==> config.mk <==
export PLATFORM = sky130hd
export DESIGN_NAME = jtp_tap
export DESIGN_NICKNAME = d
export VERILOG_FILES = /design/src/jtp_pkg.sv /design/src/jtp_sync.sv /design/src/jtp_fifo.sv /design/src/jtp_tap.sv
export SDC_FILE = /design/constraint.sdc
export NUM_CORES = 1
export LEC_CHECK = 0
export BUFFER_PORTS_ARGS = -buffer_cell sky130_fd_sc_hd__clkbuf_2
export CAP_MARGIN = 20
export CORE_UTILIZATION = 60
export DETAILED_ROUTE_END_ITERATION = 8
export PLACE_DENSITY_LB_ADDON = 0.2
export SETUP_SLACK_MARGIN = 0.4
export SLEW_MARGIN = 5
export SYNTH_ARGS = -nofsm -noshare
export SYNTH_HDL_FRONTEND = slang
export SYNTH_SLANG_ARGS = --single-unit
==> constraint.sdc <==
create_clock -name ref_clk -period 19.4 [get_ports ref_clk]
set_input_delay 0.97 -clock ref_clk [delete_from_list [all_inputs] [get_ports ref_clk]]
set_output_delay 0.97 -clock ref_clk [all_outputs]
set_load 0.01 [all_outputs]
==> src/jtp_pkg.sv <==
`default_nettype none
package jtp_pkg;

  // ****************************************
  // widths and lengths
  // ****************************************
  localparam int IR_W      = 8;   // instruction register width
  localparam int DR_W      = 32;  // identification / user code width
  localparam int BSR_LEN   = 8;   // boundary cells, one per pad
  localparam int SYNC_W    = 6;   // number of synchronised pins
  localparam int FIFO_W    = 8;   // stream word width
  localparam int FIFO_D    = 16;  // stream buffer depth
  localparam int BIT_CNT_W = 3;   // bits per stream word counter

  // ****************************************
  // instruction codes
  // ****************************************
  localparam logic [7:0] OP_EXTEST   = 8'h00;
  localparam logic [7:0] OP_SAMPLE   = 8'h01;
  localparam logic [7:0] OP_CLAMP    = 8'h05;
  localparam logic [7:0] OP_HIGHZ    = 8'h07;
  localparam logic [7:0] OP_USERCODE = 8'h0E;
  localparam logic [7:0] OP_IDCODE   = 8'h0F;
  localparam logic [7:0] OP_BYPASS   = 8'hFF;
  localparam logic [7:0] OP_USER_LO  = 8'h10;  // 16
  localparam logic [7:0] OP_USER_HI  = 8'h7F;  // 127

  // ****************************************
  // reset and capture values
  // ****************************************
  localparam logic [7:0]  IR_RST      = OP_IDCODE;   // after reset state
  localparam logic [7:0]  IR_CAPTURE  = 8'h01;       // fixed capture pattern
  localparam logic [31:0] IDCODE_VAL  = 32'h0000_0001; // arbitrary value
  localparam logic [31:0] USERCODE_VAL = 32'h0000_0000; // arbitrary value
  localparam logic [2:0]  BIT_CNT_RST = 3'h0;
  localparam logic [2:0]  BIT_CNT_LAST = 3'h7;

  // ****************************************
  // tap controller states
  // ****************************************
  typedef enum logic [3:0] {
    ST_TLR    = 4'h0,
    ST_RTI    = 4'h1,
    ST_SEL_DR = 4'h2,
    ST_CAP_DR = 4'h3,
    ST_SH_DR  = 4'h4,
    ST_EX1_DR = 4'h5,
    ST_PA_DR  = 4'h6,
    ST_EX2_DR = 4'h7,
    ST_UPD_DR = 4'h8,
    ST_SEL_IR = 4'h9,
    ST_CAP_IR = 4'hA,
    ST_SH_IR  = 4'hB,
    ST_EX1_IR = 4'hC,
    ST_PA_IR  = 4'hD,
    ST_EX2_IR = 4'hE,
    ST_UPD_IR = 4'hF
  } jtp_state_type;

endpackage : jtp_pkg
`default_nettype wire

==> src/jtp_sync.sv <==
`default_nettype none
// ****************************************
// two flop synchroniser for pin inputs
// ****************************************
module jtp_sync #(
  parameter int W = 1
) (
  input  wire logic         ref_clk,
  input  wire logic         sys_rst,
  input  wire logic         clk_en,
  input  wire logic [W-1:0] async_in,
  output logic      [W-1:0] sync_out
);

  typedef struct packed {
    logic [W-1:0] s1;  // first stage, read by s2 only
    logic [W-1:0] s2;  // second stage, safe to use
  } jtp_sync_type;

  jtp_sync_type st_r;
  jtp_sync_type st_nxt;

  // shift the pins through both stages
  always_comb
  begin
    st_nxt    = st_r;
    st_nxt.s1 = async_in;
    st_nxt.s2 = st_r.s1;
  end

  // state register, frozen while clock enable is low
  always_ff @(posedge ref_clk or posedge sys_rst)
  begin
    if (sys_rst)
    begin
      st_r <= '0;
    end
    else if (clk_en)
    begin
      st_r <= st_nxt;
    end
  end

  assign sync_out = st_r.s2;

endmodule : jtp_sync
`default_nettype wire

==> src/jtp_fifo.sv <==
`default_nettype none
// ****************************************
// stream buffer with valid/ready both sides
// ****************************************
module jtp_fifo #(
  parameter int WIDTH = 8,
  parameter int DEPTH = 16
) (
  input  wire logic             ref_clk,
  input  wire logic             sys_rst,
  input  wire logic             clk_en,
  input  wire logic [WIDTH-1:0] in_data,
  input  wire logic             in_valid,
  output logic                  in_ready,
  output logic      [WIDTH-1:0] out_data,
  output logic                  out_valid,
  input  wire logic             out_ready
);

  localparam int AW = $clog2(DEPTH);

  typedef struct packed {
    logic [DEPTH-1:0][WIDTH-1:0] mem;  // storage words
    logic [AW:0]                 wp;   // write pointer, wrap bit on top
    logic [AW:0]                 rp;   // read pointer, wrap bit on top
  } jtp_fifo_type;

  jtp_fifo_type st_r;
  jtp_fifo_type st_nxt;
  logic         full;
  logic         empty;

  // full when pointers differ only in the wrap bit
  assign full      = (st_r.wp[AW] != st_r.rp[AW]) &&
                     (st_r.wp[AW-1:0] == st_r.rp[AW-1:0]);
  assign empty     = (st_r.wp == st_r.rp);
  assign in_ready  = ~full;
  assign out_valid = ~empty;
  assign out_data  = st_r.mem[st_r.rp[AW-1:0]];

  // write and read bookkeeping
  always_comb
  begin
    st_nxt = st_r;
    if (in_valid && !full)
    begin
      st_nxt.mem[st_r.wp[AW-1:0]] = in_data;
      st_nxt.wp = st_r.wp + 1'b1;
    end
    if (out_ready && !empty)
    begin
      st_nxt.rp = st_r.rp + 1'b1;
    end
  end

  // state register
  always_ff @(posedge ref_clk or posedge sys_rst)
  begin
    if (sys_rst)
    begin
      st_r <= '0;
    end
    else if (clk_en)
    begin
      st_r <= st_nxt;
    end
  end

endmodule : jtp_fifo
`default_nettype wire

==> src/jtp_tap.sv <==
// Summary of operation
// - no test access straight out of freeze
// - extest 00, sample 01, bypass FF decoded
// - idcode 0F, usercode 0E, highz 07, clamp 05
// - eight-bit instruction register shown to core
// - codes 16 to 127 are user instructions
// - boundary cells chained from TDI to TDO
// - undriven TMS, TDI, TRST read high
// - reset-state output low in Test-Logic-Reset
// - power-on reset puts controller in reset
// - user serial input follows TDI directly
// - user code routes user serial output out
// - shift strobe high only in Shift-DR
// - capture strobe high only in Capture-DR
// - update strobe high only in Update-DR
// - user data clock is TCK directly
`default_nettype none
module jtp_tap (
  input  wire logic                        ref_clk,
  input  wire logic                        sys_rst,
  input  wire logic                        clk_en,
  input  wire logic                        tck_pin,
  input  wire logic                        tms_pin,
  input  wire logic                        tms_driven,
  input  wire logic                        tdi_pin,
  input  wire logic                        tdi_driven,
  input  wire logic                        trst_n_pin,
  input  wire logic                        trst_driven,
  input  wire logic                        freeze_pin,
  output logic                             tdo_pin,
  output logic                             tdo_oe,
  input  wire logic [jtp_pkg::BSR_LEN-1:0] pad_in,
  input  wire logic [jtp_pkg::BSR_LEN-1:0] core_out,
  input  wire logic [jtp_pkg::BSR_LEN-1:0] core_oe,
  output logic      [jtp_pkg::BSR_LEN-1:0] pad_out,
  output logic      [jtp_pkg::BSR_LEN-1:0] pad_oe,
  output logic      [jtp_pkg::IR_W-1:0]    user_instruction_bus,
  output logic                             user_tap_reset_state_n,
  output logic                             user_serial_in,
  input  wire logic                        user_serial_out,
  output logic                             user_shift_strobe,
  output logic                             user_capture_strobe,
  output logic                             user_update_strobe,
  output logic                             user_dr_clock,
  output logic      [jtp_pkg::FIFO_W-1:0]  user_stream_data,
  output logic                             user_stream_valid,
  input  wire logic                        user_stream_ready
);

  // ****************************************
  // state record
  // ****************************************
  typedef struct packed {
    jtp_pkg::jtp_state_type          st;       // controller state
    logic [jtp_pkg::IR_W-1:0]        ir;       // active instruction
    logic [jtp_pkg::IR_W-1:0]        ir_sh;    // instruction shifter
    logic [jtp_pkg::DR_W-1:0]        dr_sh;    // code shifter
    logic [jtp_pkg::BSR_LEN-1:0]     bsr_sh;   // boundary shift stage
    logic [jtp_pkg::BSR_LEN-1:0]     bsr_upd;  // boundary update stage
    logic                            byp;      // bypass bit
    logic                            tdo;      // registered tdo
    logic                            tdo_oe;   // tdo drive enable
    logic                            tck_d;    // last synced tck
    logic                            lock;     // held after freeze
    logic [jtp_pkg::FIFO_W-1:0]      ub_sh;    // user stream assembler
    logic [jtp_pkg::BIT_CNT_W-1:0]   ub_cnt;   // bits in assembler
    logic                            pend;     // word waiting to push
    logic [jtp_pkg::FIFO_W-1:0]      pend_d;   // waiting word
  } jtp_main_type;

  jtp_main_type st_r;
  jtp_main_type st_nxt;

  // ****************************************
  // helpers
  // ****************************************
  // standard controller transition
  function automatic jtp_pkg::jtp_state_type jtp_next(
    input jtp_pkg::jtp_state_type s,
    input logic                   tms
  );
    jtp_pkg::jtp_state_type n;
    n = s;
    unique case (s)
      jtp_pkg::ST_TLR:    n = tms ? jtp_pkg::ST_TLR    : jtp_pkg::ST_RTI;
      jtp_pkg::ST_RTI:    n = tms ? jtp_pkg::ST_SEL_DR : jtp_pkg::ST_RTI;
      jtp_pkg::ST_SEL_DR: n = tms ? jtp_pkg::ST_SEL_IR : jtp_pkg::ST_CAP_DR;
      jtp_pkg::ST_CAP_DR: n = tms ? jtp_pkg::ST_EX1_DR : jtp_pkg::ST_SH_DR;
      jtp_pkg::ST_SH_DR:  n = tms ? jtp_pkg::ST_EX1_DR : jtp_pkg::ST_SH_DR;
      jtp_pkg::ST_EX1_DR: n = tms ? jtp_pkg::ST_UPD_DR : jtp_pkg::ST_PA_DR;
      jtp_pkg::ST_PA_DR:  n = tms ? jtp_pkg::ST_EX2_DR : jtp_pkg::ST_PA_DR;
      jtp_pkg::ST_EX2_DR: n = tms ? jtp_pkg::ST_UPD_DR : jtp_pkg::ST_SH_DR;
      jtp_pkg::ST_UPD_DR: n = tms ? jtp_pkg::ST_SEL_DR : jtp_pkg::ST_RTI;
      jtp_pkg::ST_SEL_IR: n = tms ? jtp_pkg::ST_TLR    : jtp_pkg::ST_CAP_IR;
      jtp_pkg::ST_CAP_IR: n = tms ? jtp_pkg::ST_EX1_IR : jtp_pkg::ST_SH_IR;
      jtp_pkg::ST_SH_IR:  n = tms ? jtp_pkg::ST_EX1_IR : jtp_pkg::ST_SH_IR;
      jtp_pkg::ST_EX1_IR: n = tms ? jtp_pkg::ST_UPD_IR : jtp_pkg::ST_PA_IR;
      jtp_pkg::ST_PA_IR:  n = tms ? jtp_pkg::ST_EX2_IR : jtp_pkg::ST_PA_IR;
      jtp_pkg::ST_EX2_IR: n = tms ? jtp_pkg::ST_UPD_IR : jtp_pkg::ST_SH_IR;
      jtp_pkg::ST_UPD_IR: n = tms ? jtp_pkg::ST_SEL_DR : jtp_pkg::ST_RTI;
    endcase
    return n;
  endfunction : jtp_next

  // user range decode, used by tdo mux and stream
  function automatic logic jtp_is_user(input logic [7:0] ir);
    return (ir >= jtp_pkg::OP_USER_LO) && (ir <= jtp_pkg::OP_USER_HI);
  endfunction : jtp_is_user

  // boundary register selected
  function automatic logic jtp_is_bsr(input logic [7:0] ir);
    return (ir == jtp_pkg::OP_EXTEST) || (ir == jtp_pkg::OP_SAMPLE);
  endfunction : jtp_is_bsr

  // ****************************************
  // pins: pull-ups, passthroughs, sync
  // ****************************************
  logic                      tms_eff;   // tms with pull-up
  logic                      tdi_eff;   // tdi with pull-up
  logic                      trst_eff;  // trst with pull-up
  logic [jtp_pkg::SYNC_W-1:0] pins_s;   // synchronised pins
  logic                      tck_s;
  logic                      tms_s;
  logic                      tdi_s;
  logic                      trst_n_s;
  logic                      frz_s;
  logic                      uso_s;

  // undriven inputs read as high
  assign tms_eff  = tms_driven  ? tms_pin    : 1'b1;
  assign tdi_eff  = tdi_driven  ? tdi_pin    : 1'b1;
  assign trst_eff = trst_driven ? trst_n_pin : 1'b1;

  // straight wires to the core side
  assign user_serial_in = tdi_eff;
  assign user_dr_clock  = tck_pin;

  jtp_sync #(
    .W (jtp_pkg::SYNC_W)
  ) u_sync (
    .ref_clk  (ref_clk),
    .sys_rst  (sys_rst),
    .clk_en   (clk_en),
    .async_in ({tck_pin, tms_eff, tdi_eff, trst_eff, freeze_pin,
                user_serial_out}),
    .sync_out (pins_s)
  );

  assign {tck_s, tms_s, tdi_s, trst_n_s, frz_s, uso_s} = pins_s;

  // ****************************************
  // stream buffer toward the core
  // ****************************************
  logic fifo_in_ready;  // buffer can take a word
  logic stall;          // word waiting and buffer full
  logic tck_rise;
  logic tck_fall;
  logic step;           // controller advances this cycle

  jtp_fifo #(
    .WIDTH (jtp_pkg::FIFO_W),
    .DEPTH (jtp_pkg::FIFO_D)
  ) u_fifo (
    .ref_clk   (ref_clk),
    .sys_rst   (sys_rst),
    .clk_en    (clk_en),
    .in_data   (st_r.pend_d),
    .in_valid  (st_r.pend),
    .in_ready  (fifo_in_ready),
    .out_data  (user_stream_data),
    .out_valid (user_stream_valid),
    .out_ready (user_stream_ready)
  );

  // back-pressure holds the controller still
  assign stall    = st_r.pend & ~fifo_in_ready;
  assign tck_rise = tck_s & ~st_r.tck_d;
  assign tck_fall = ~tck_s & st_r.tck_d;
  assign step     = tck_rise & ~stall;

  // ****************************************
  // tdo source select
  // ****************************************
  logic dr_bit;  // bit leaving the selected register

  always_comb
  begin
    if (jtp_is_user(st_r.ir))
    begin
      dr_bit = uso_s;
    end
    else if (jtp_is_bsr(st_r.ir))
    begin
      dr_bit = st_r.bsr_sh[jtp_pkg::BSR_LEN-1];
    end
    else if ((st_r.ir == jtp_pkg::OP_IDCODE) ||
             (st_r.ir == jtp_pkg::OP_USERCODE))
    begin
      dr_bit = st_r.dr_sh[0];
    end
    else
    begin
      dr_bit = st_r.byp;
    end
  end

  // ****************************************
  // next state
  // ****************************************
  always_comb
  begin
    st_nxt       = st_r;
    st_nxt.tck_d = tck_s;
    // push the waiting word once the buffer takes it
    if (st_r.pend && fifo_in_ready)
    begin
      st_nxt.pend = 1'b0;
    end
    // freeze holds the controller and arms a lock
    if (frz_s)
    begin
      st_nxt.lock = 1'b1;
      st_nxt.st   = jtp_pkg::ST_TLR;
      st_nxt.ir   = jtp_pkg::IR_RST;
    end
    else if (!trst_n_s)
    begin
      // test reset pin forces reset state
      st_nxt.st = jtp_pkg::ST_TLR;
      st_nxt.ir = jtp_pkg::IR_RST;
    end
    else if (step && st_r.lock)
    begin
      // first edge after freeze only leaves the freeze
      st_nxt.lock = 1'b0;
    end
    else if (step)
    begin
      st_nxt.st = jtp_next(st_r.st, tms_s);
      if (st_nxt.st == jtp_pkg::ST_TLR)
      begin
        st_nxt.ir = jtp_pkg::IR_RST;  // entering reset
      end
      unique case (st_r.st)
        jtp_pkg::ST_CAP_IR:
        begin
          st_nxt.ir_sh = jtp_pkg::IR_CAPTURE;
        end
        jtp_pkg::ST_SH_IR:
        begin
          st_nxt.ir_sh = {tdi_s, st_r.ir_sh[jtp_pkg::IR_W-1:1]};
        end
        jtp_pkg::ST_UPD_IR:
        begin
          st_nxt.ir = st_r.ir_sh;
        end
        jtp_pkg::ST_CAP_DR:
        begin
          st_nxt.byp    = 1'b0;
          st_nxt.ub_cnt = jtp_pkg::BIT_CNT_RST;
          st_nxt.bsr_sh = pad_in;
          if (st_r.ir == jtp_pkg::OP_IDCODE)
          begin
            st_nxt.dr_sh = jtp_pkg::IDCODE_VAL;
          end
          else if (st_r.ir == jtp_pkg::OP_USERCODE)
          begin
            st_nxt.dr_sh = jtp_pkg::USERCODE_VAL;
          end
        end
        jtp_pkg::ST_SH_DR:
        begin
          st_nxt.byp   = tdi_s;
          st_nxt.dr_sh = {tdi_s, st_r.dr_sh[jtp_pkg::DR_W-1:1]};
          // first cell fed from tdi, last cell toward tdo
          st_nxt.bsr_sh = {st_r.bsr_sh[jtp_pkg::BSR_LEN-2:0],
                           tdi_s};
          // user words collect into the stream buffer
          if (jtp_is_user(st_r.ir))
          begin
            st_nxt.ub_sh  = {tdi_s, st_r.ub_sh[jtp_pkg::FIFO_W-1:1]};
            st_nxt.ub_cnt = st_r.ub_cnt + 1'b1;
            if (st_r.ub_cnt == jtp_pkg::BIT_CNT_LAST)
            begin
              st_nxt.pend   = 1'b1;
              st_nxt.pend_d = {tdi_s, st_r.ub_sh[jtp_pkg::FIFO_W-1:1]};
            end
          end
        end
        jtp_pkg::ST_UPD_DR:
        begin
          if (jtp_is_bsr(st_r.ir))
          begin
            st_nxt.bsr_upd = st_r.bsr_sh;
          end
        end
        default:
        begin
          st_nxt.byp = st_r.byp;
        end
      endcase
    end
    // tdo changes on the falling test clock
    if (tck_fall)
    begin
      st_nxt.tdo    = (st_r.st == jtp_pkg::ST_SH_IR) ? st_r.ir_sh[0]
                                                      : dr_bit;
      st_nxt.tdo_oe = (st_r.st == jtp_pkg::ST_SH_IR) ||
                      (st_r.st == jtp_pkg::ST_SH_DR);
    end
  end

  // ****************************************
  // state register
  // ****************************************
  // power-on reset lands in test-logic-reset
  always_ff @(posedge ref_clk or posedge sys_rst)
  begin
    if (sys_rst)
    begin
      st_r        <= '0;
      st_r.st     <= jtp_pkg::ST_TLR;
      st_r.ir     <= jtp_pkg::IR_RST;
      st_r.ub_cnt <= jtp_pkg::BIT_CNT_RST;
      st_r.tck_d  <= 1'b0;
    end
    else if (clk_en)
    begin
      st_r <= st_nxt;
    end
  end

  // ****************************************
  // outputs
  // ****************************************
  logic mode_drive;  // boundary cells drive pads
  logic mode_highz;  // all pads released

  assign mode_drive = (st_r.ir == jtp_pkg::OP_EXTEST) ||
                      (st_r.ir == jtp_pkg::OP_CLAMP);
  assign mode_highz = (st_r.ir == jtp_pkg::OP_HIGHZ);

  // one pad output stage per boundary cell
  genvar gi;
  generate
    for (gi = 0; gi < jtp_pkg::BSR_LEN; gi++)
    begin : g_pad
      assign pad_out[gi] = mode_drive ? st_r.bsr_upd[gi] : core_out[gi];
      assign pad_oe[gi]  = mode_highz ? 1'b0 :
                           (mode_drive ? 1'b1 : core_oe[gi]);
    end
  endgenerate

  assign tdo_pin              = st_r.tdo;
  assign tdo_oe               = st_r.tdo_oe;
  assign user_instruction_bus = st_r.ir;
  assign user_tap_reset_state_n =
    (st_r.st != jtp_pkg::ST_TLR);
  assign user_shift_strobe    = (st_r.st == jtp_pkg::ST_SH_DR);
  assign user_capture_strobe  = (st_r.st == jtp_pkg::ST_CAP_DR);
  assign user_update_strobe   = (st_r.st == jtp_pkg::ST_UPD_DR);

endmodule : jtp_tap
`default_nettype wire

==> run summary <==
status -> finished, final reports clean
Mean Syn Cell Area -> 12.8 µm²
share of cells above drive strength 1 -> 35.7%
vias in the first global route -> 7291
setup TNS -> 0 ns
fill count -> 1330
top_reg_cell synth -> dfrtp_1
antenna violations before repair -> 0
vias per cell -> 6.05
Root Buffer -> clkbuf_16
adder-cell share of the synthesized area -> 0.767%
Chip Width -> 140 µm
Post-synth ARST share -> 100%
Internal -> 0.823 mW
final setup fails -> 0
Synth cell types -> 61
worst-margin pin slew -> 0.998 ns
ANT cells -> 0
synth-to-layout area growth -> 9.18%
core area -> 0.0187 mm²
mux contribution to synthesized area -> 26.4%
Synth Area in Simple Gates -> 7.95%
EDFF count, synth -> 0
worst setup path class -> reg2out
slew margin rel. -> 33.2%
Net count, final -> 967
Compound-Gate Fraction of Synth Area -> 6.60%
Max Transition Viols Final -> 0
htree depth -> 1
Clock Skew -> 0.0113 ns
combinational share of power -> 11.6%
Leakage -> 5.92 nW
Hold Crit Class -> reg2reg
P per Cell Area -> 88.4 mW/mm²
Routed Antenna Nets -> 0
Seq pwr share -> 48.8%
count of input and output buffers -> 77
final WL -> 22500 µm
remaining global-route overflow -> 0
mapped cell area -> 0.0114 mm²
RSZ-0062 raised after global routing -> false
VDD IR-drop max -> 0.0835 mV
Post-Synth XOR/XNOR Area -> 1.15%
Initial DRC Count -> 465
Critical Path Start Type -> flip-flop
Die Y-Extent -> 140 µm
WL/cell -> 19.2 µm
CTS Buf Count -> 25
post-layout util -> 66.7%
max cap viols -> 0
Crit Path Max Fanout -> 33
Syn Nets -> 933
Tcrit/Tclk final -> 19.4%
DP HPWL -> 14800 µm
largest net degree at the start of global routing -> 146
# hold bufs at CTS -> 0
clock sink total -> 242
Worst Path Arrival -> 2.79 ns
number of gates resized after cts -> 0
minimum clock period -> 3.76 ns
clock latency on the worst-skew pair -> 0.51 ns
Rows -> 50
TritonCTS clock tree -> built
GRT Overall Usage -> 24.3%
global-route wire length before repair -> 37800 µm
Seq/Total Area, Yosys -> 53.1%
#FFs+latches synth -> 242
RD Place Congestion -> 0.806
via count -> 7091
Post-Syn Instances -> 889
CP Capture Type -> output pin
Switching Share -> 25.3%
Min Hold Slack -> 0.485 ns
flip-flop and latch area -> 0.00606 mm²
Setup Buffers After CTS -> 0
synth warn -> 0
area occupied by multi-input gates -> 0.00490 mm²
Achievable Freq -> 0.266 GHz
Clock Path Buffers -> 3
TritonRoute pass-1 iters -> 4
die area -> 0.0196 mm²
endpoints failing hold -> 0
sw power -> 0.279 mW
clock-pin slew on the worst setup and hold paths -> 0.06 ns
combinational family with the most area after synthesis -> multiplexers
clock share of power -> 39.6%
DRC viols -> 0
worst path required time -> 18.43 ns
Initial Utilization -> 61.1%
I/O pin count -> 78
## logic make-up after synthesis
family	Yosys count
muxes	229
DFF	242
AOI/OAI and AO/OA	126
adders and majority gates	7
and+or+nand+nor	185
xor gates and xnor gates	15
buffers and inverters	85
## cell usage in the layout, fill, tap and decap left out, types with 5 or more instances in the layout
cell       instances
mux2i_1           16
clkbuf_16         25
nor2_1            44
a21oi_1            6
xnor2_1            9
mux2_1            16
clkbuf_2          77
o21ai_0           58
and2_1             5
a22o_1             6
ha_1               7
nand2_1           80
and3_1            17
inv_1              6
mux4_2            40
dfrtp_1          237
mux2_2           157
nand2b_1           6
buf_4              6
o21ai_1           32
xor2_1             6
nor2b_1            6
clkbuf_1           8
## synth_stat cells, types with 6 or more instances
library cell  count  area (µm²)
a21oi_1           6        30.0
a22o_1            6        52.6
and3_1           17         106
buf_2            12        60.1
buf_4            28         210
clkbuf_1         30         113
dfrtp_1         238        5960
ha_1              7        87.6
inv_1             7        26.3
mux2_1           16         180
mux2_2          157        1770
mux2i_1          16         160
mux4_2           40         901
nand2_1          80         300
nand2b_1          6        37.5
nor2_1           44         165
nor2b_1           6        37.5
o21ai_0          58         290
o21ai_1          32         160
xnor2_1           9        78.8
xor2_1            6        52.6
## cell type report
class / instances / area share [%]
Sequential cell: 242 / 48.6
Clock inverter: 5 / 0.221
Tap cell: 234 / 2.35
Clock buffer: 37 / 5.70
Inverter: 8 / 0.301
Timing Repair Buffer: 84 / 3.54
Multi-Input combinational cell: 562 / 39.3
## power by group through the flow
stage	sequential [mW]	combinational [mW]	clock, mW
2_1_floorplan	0.532	0.111	0
3_3_place_gp	0.547	0.129	0
3_5_place_dp	0.548	0.130	0
4_1_cts	0.538	0.130	0.446
5_1_grt	0.540	0.141	0.466
6_report	0.538	0.128	0.436
## state kept, by name, indices dropped and copies added, names as in the netlist
| register | count |
|---|---|
| tdo_oe | 1 |
| u_sync.st_nxt | 6 |
| user_instruction_bus | 8 |
| tdo_pin | 1 |
| u_sync.sync_out | 6 |
| st_r | 82 |
| u_fifo.st_r | 138 |
## metrics by stage
| stage | cell area (µm²) | cells | setup WS, ns | power (mW) |
|---|---|---|---|---|
| 6_report | 12500 | 1172 | 15.64 | 1.10 |
| 5_1_grt | 12500 | 1172 | 15.49 | 1.15 |
| 4_1_cts | 12500 | 1171 | 15.61 | 1.11 |
| 3_5_place_dp | 11700 | 1129 | 16.01 | 0.678 |
| 3_3_place_gp | 11700 | 1129 | 16.17 | 0.675 |
| 2_1_floorplan | 11400 | 889 | 11.79 | 0.643 |
## layer usage
metal  up-vias  global-route usage [%]  routed length, µm
li1       3234                       -                  -
met1      3645                    32.5               9650
met2       165                    41.0              11300
met3        47                    3.45                906
met4         0                    8.68                670
met5         -                       0                  0
## critical path, cell delays in order (launching register included)
cell and delay (ns):
dfrtp_1 0.81, or3_1 0.69, clkinv_1 0.28, buf_4 0.31, clkbuf_2 0.17
## final timing paths
kind,startpoint,to,slack [ns],cells past startpoint
max in group asynchronous,sys_rst,u_fifo.st_r[72],17.28,3
setup reg to reg,u_fifo.st_r[3],u_fifo.st_r[37],16.29,5
min in group asynchronous,sys_rst,u_fifo.st_r[2],0.66,2
hold reg to reg,u_fifo.st_r[25],u_fifo.st_r[25],0.48,1
setup / recovery,st_r[89],user_shift_strobe,15.64,4
hold / removal,u_fifo.st_r[25],u_fifo.st_r[25],0.48,1
(Power assumes the default switching activity.)
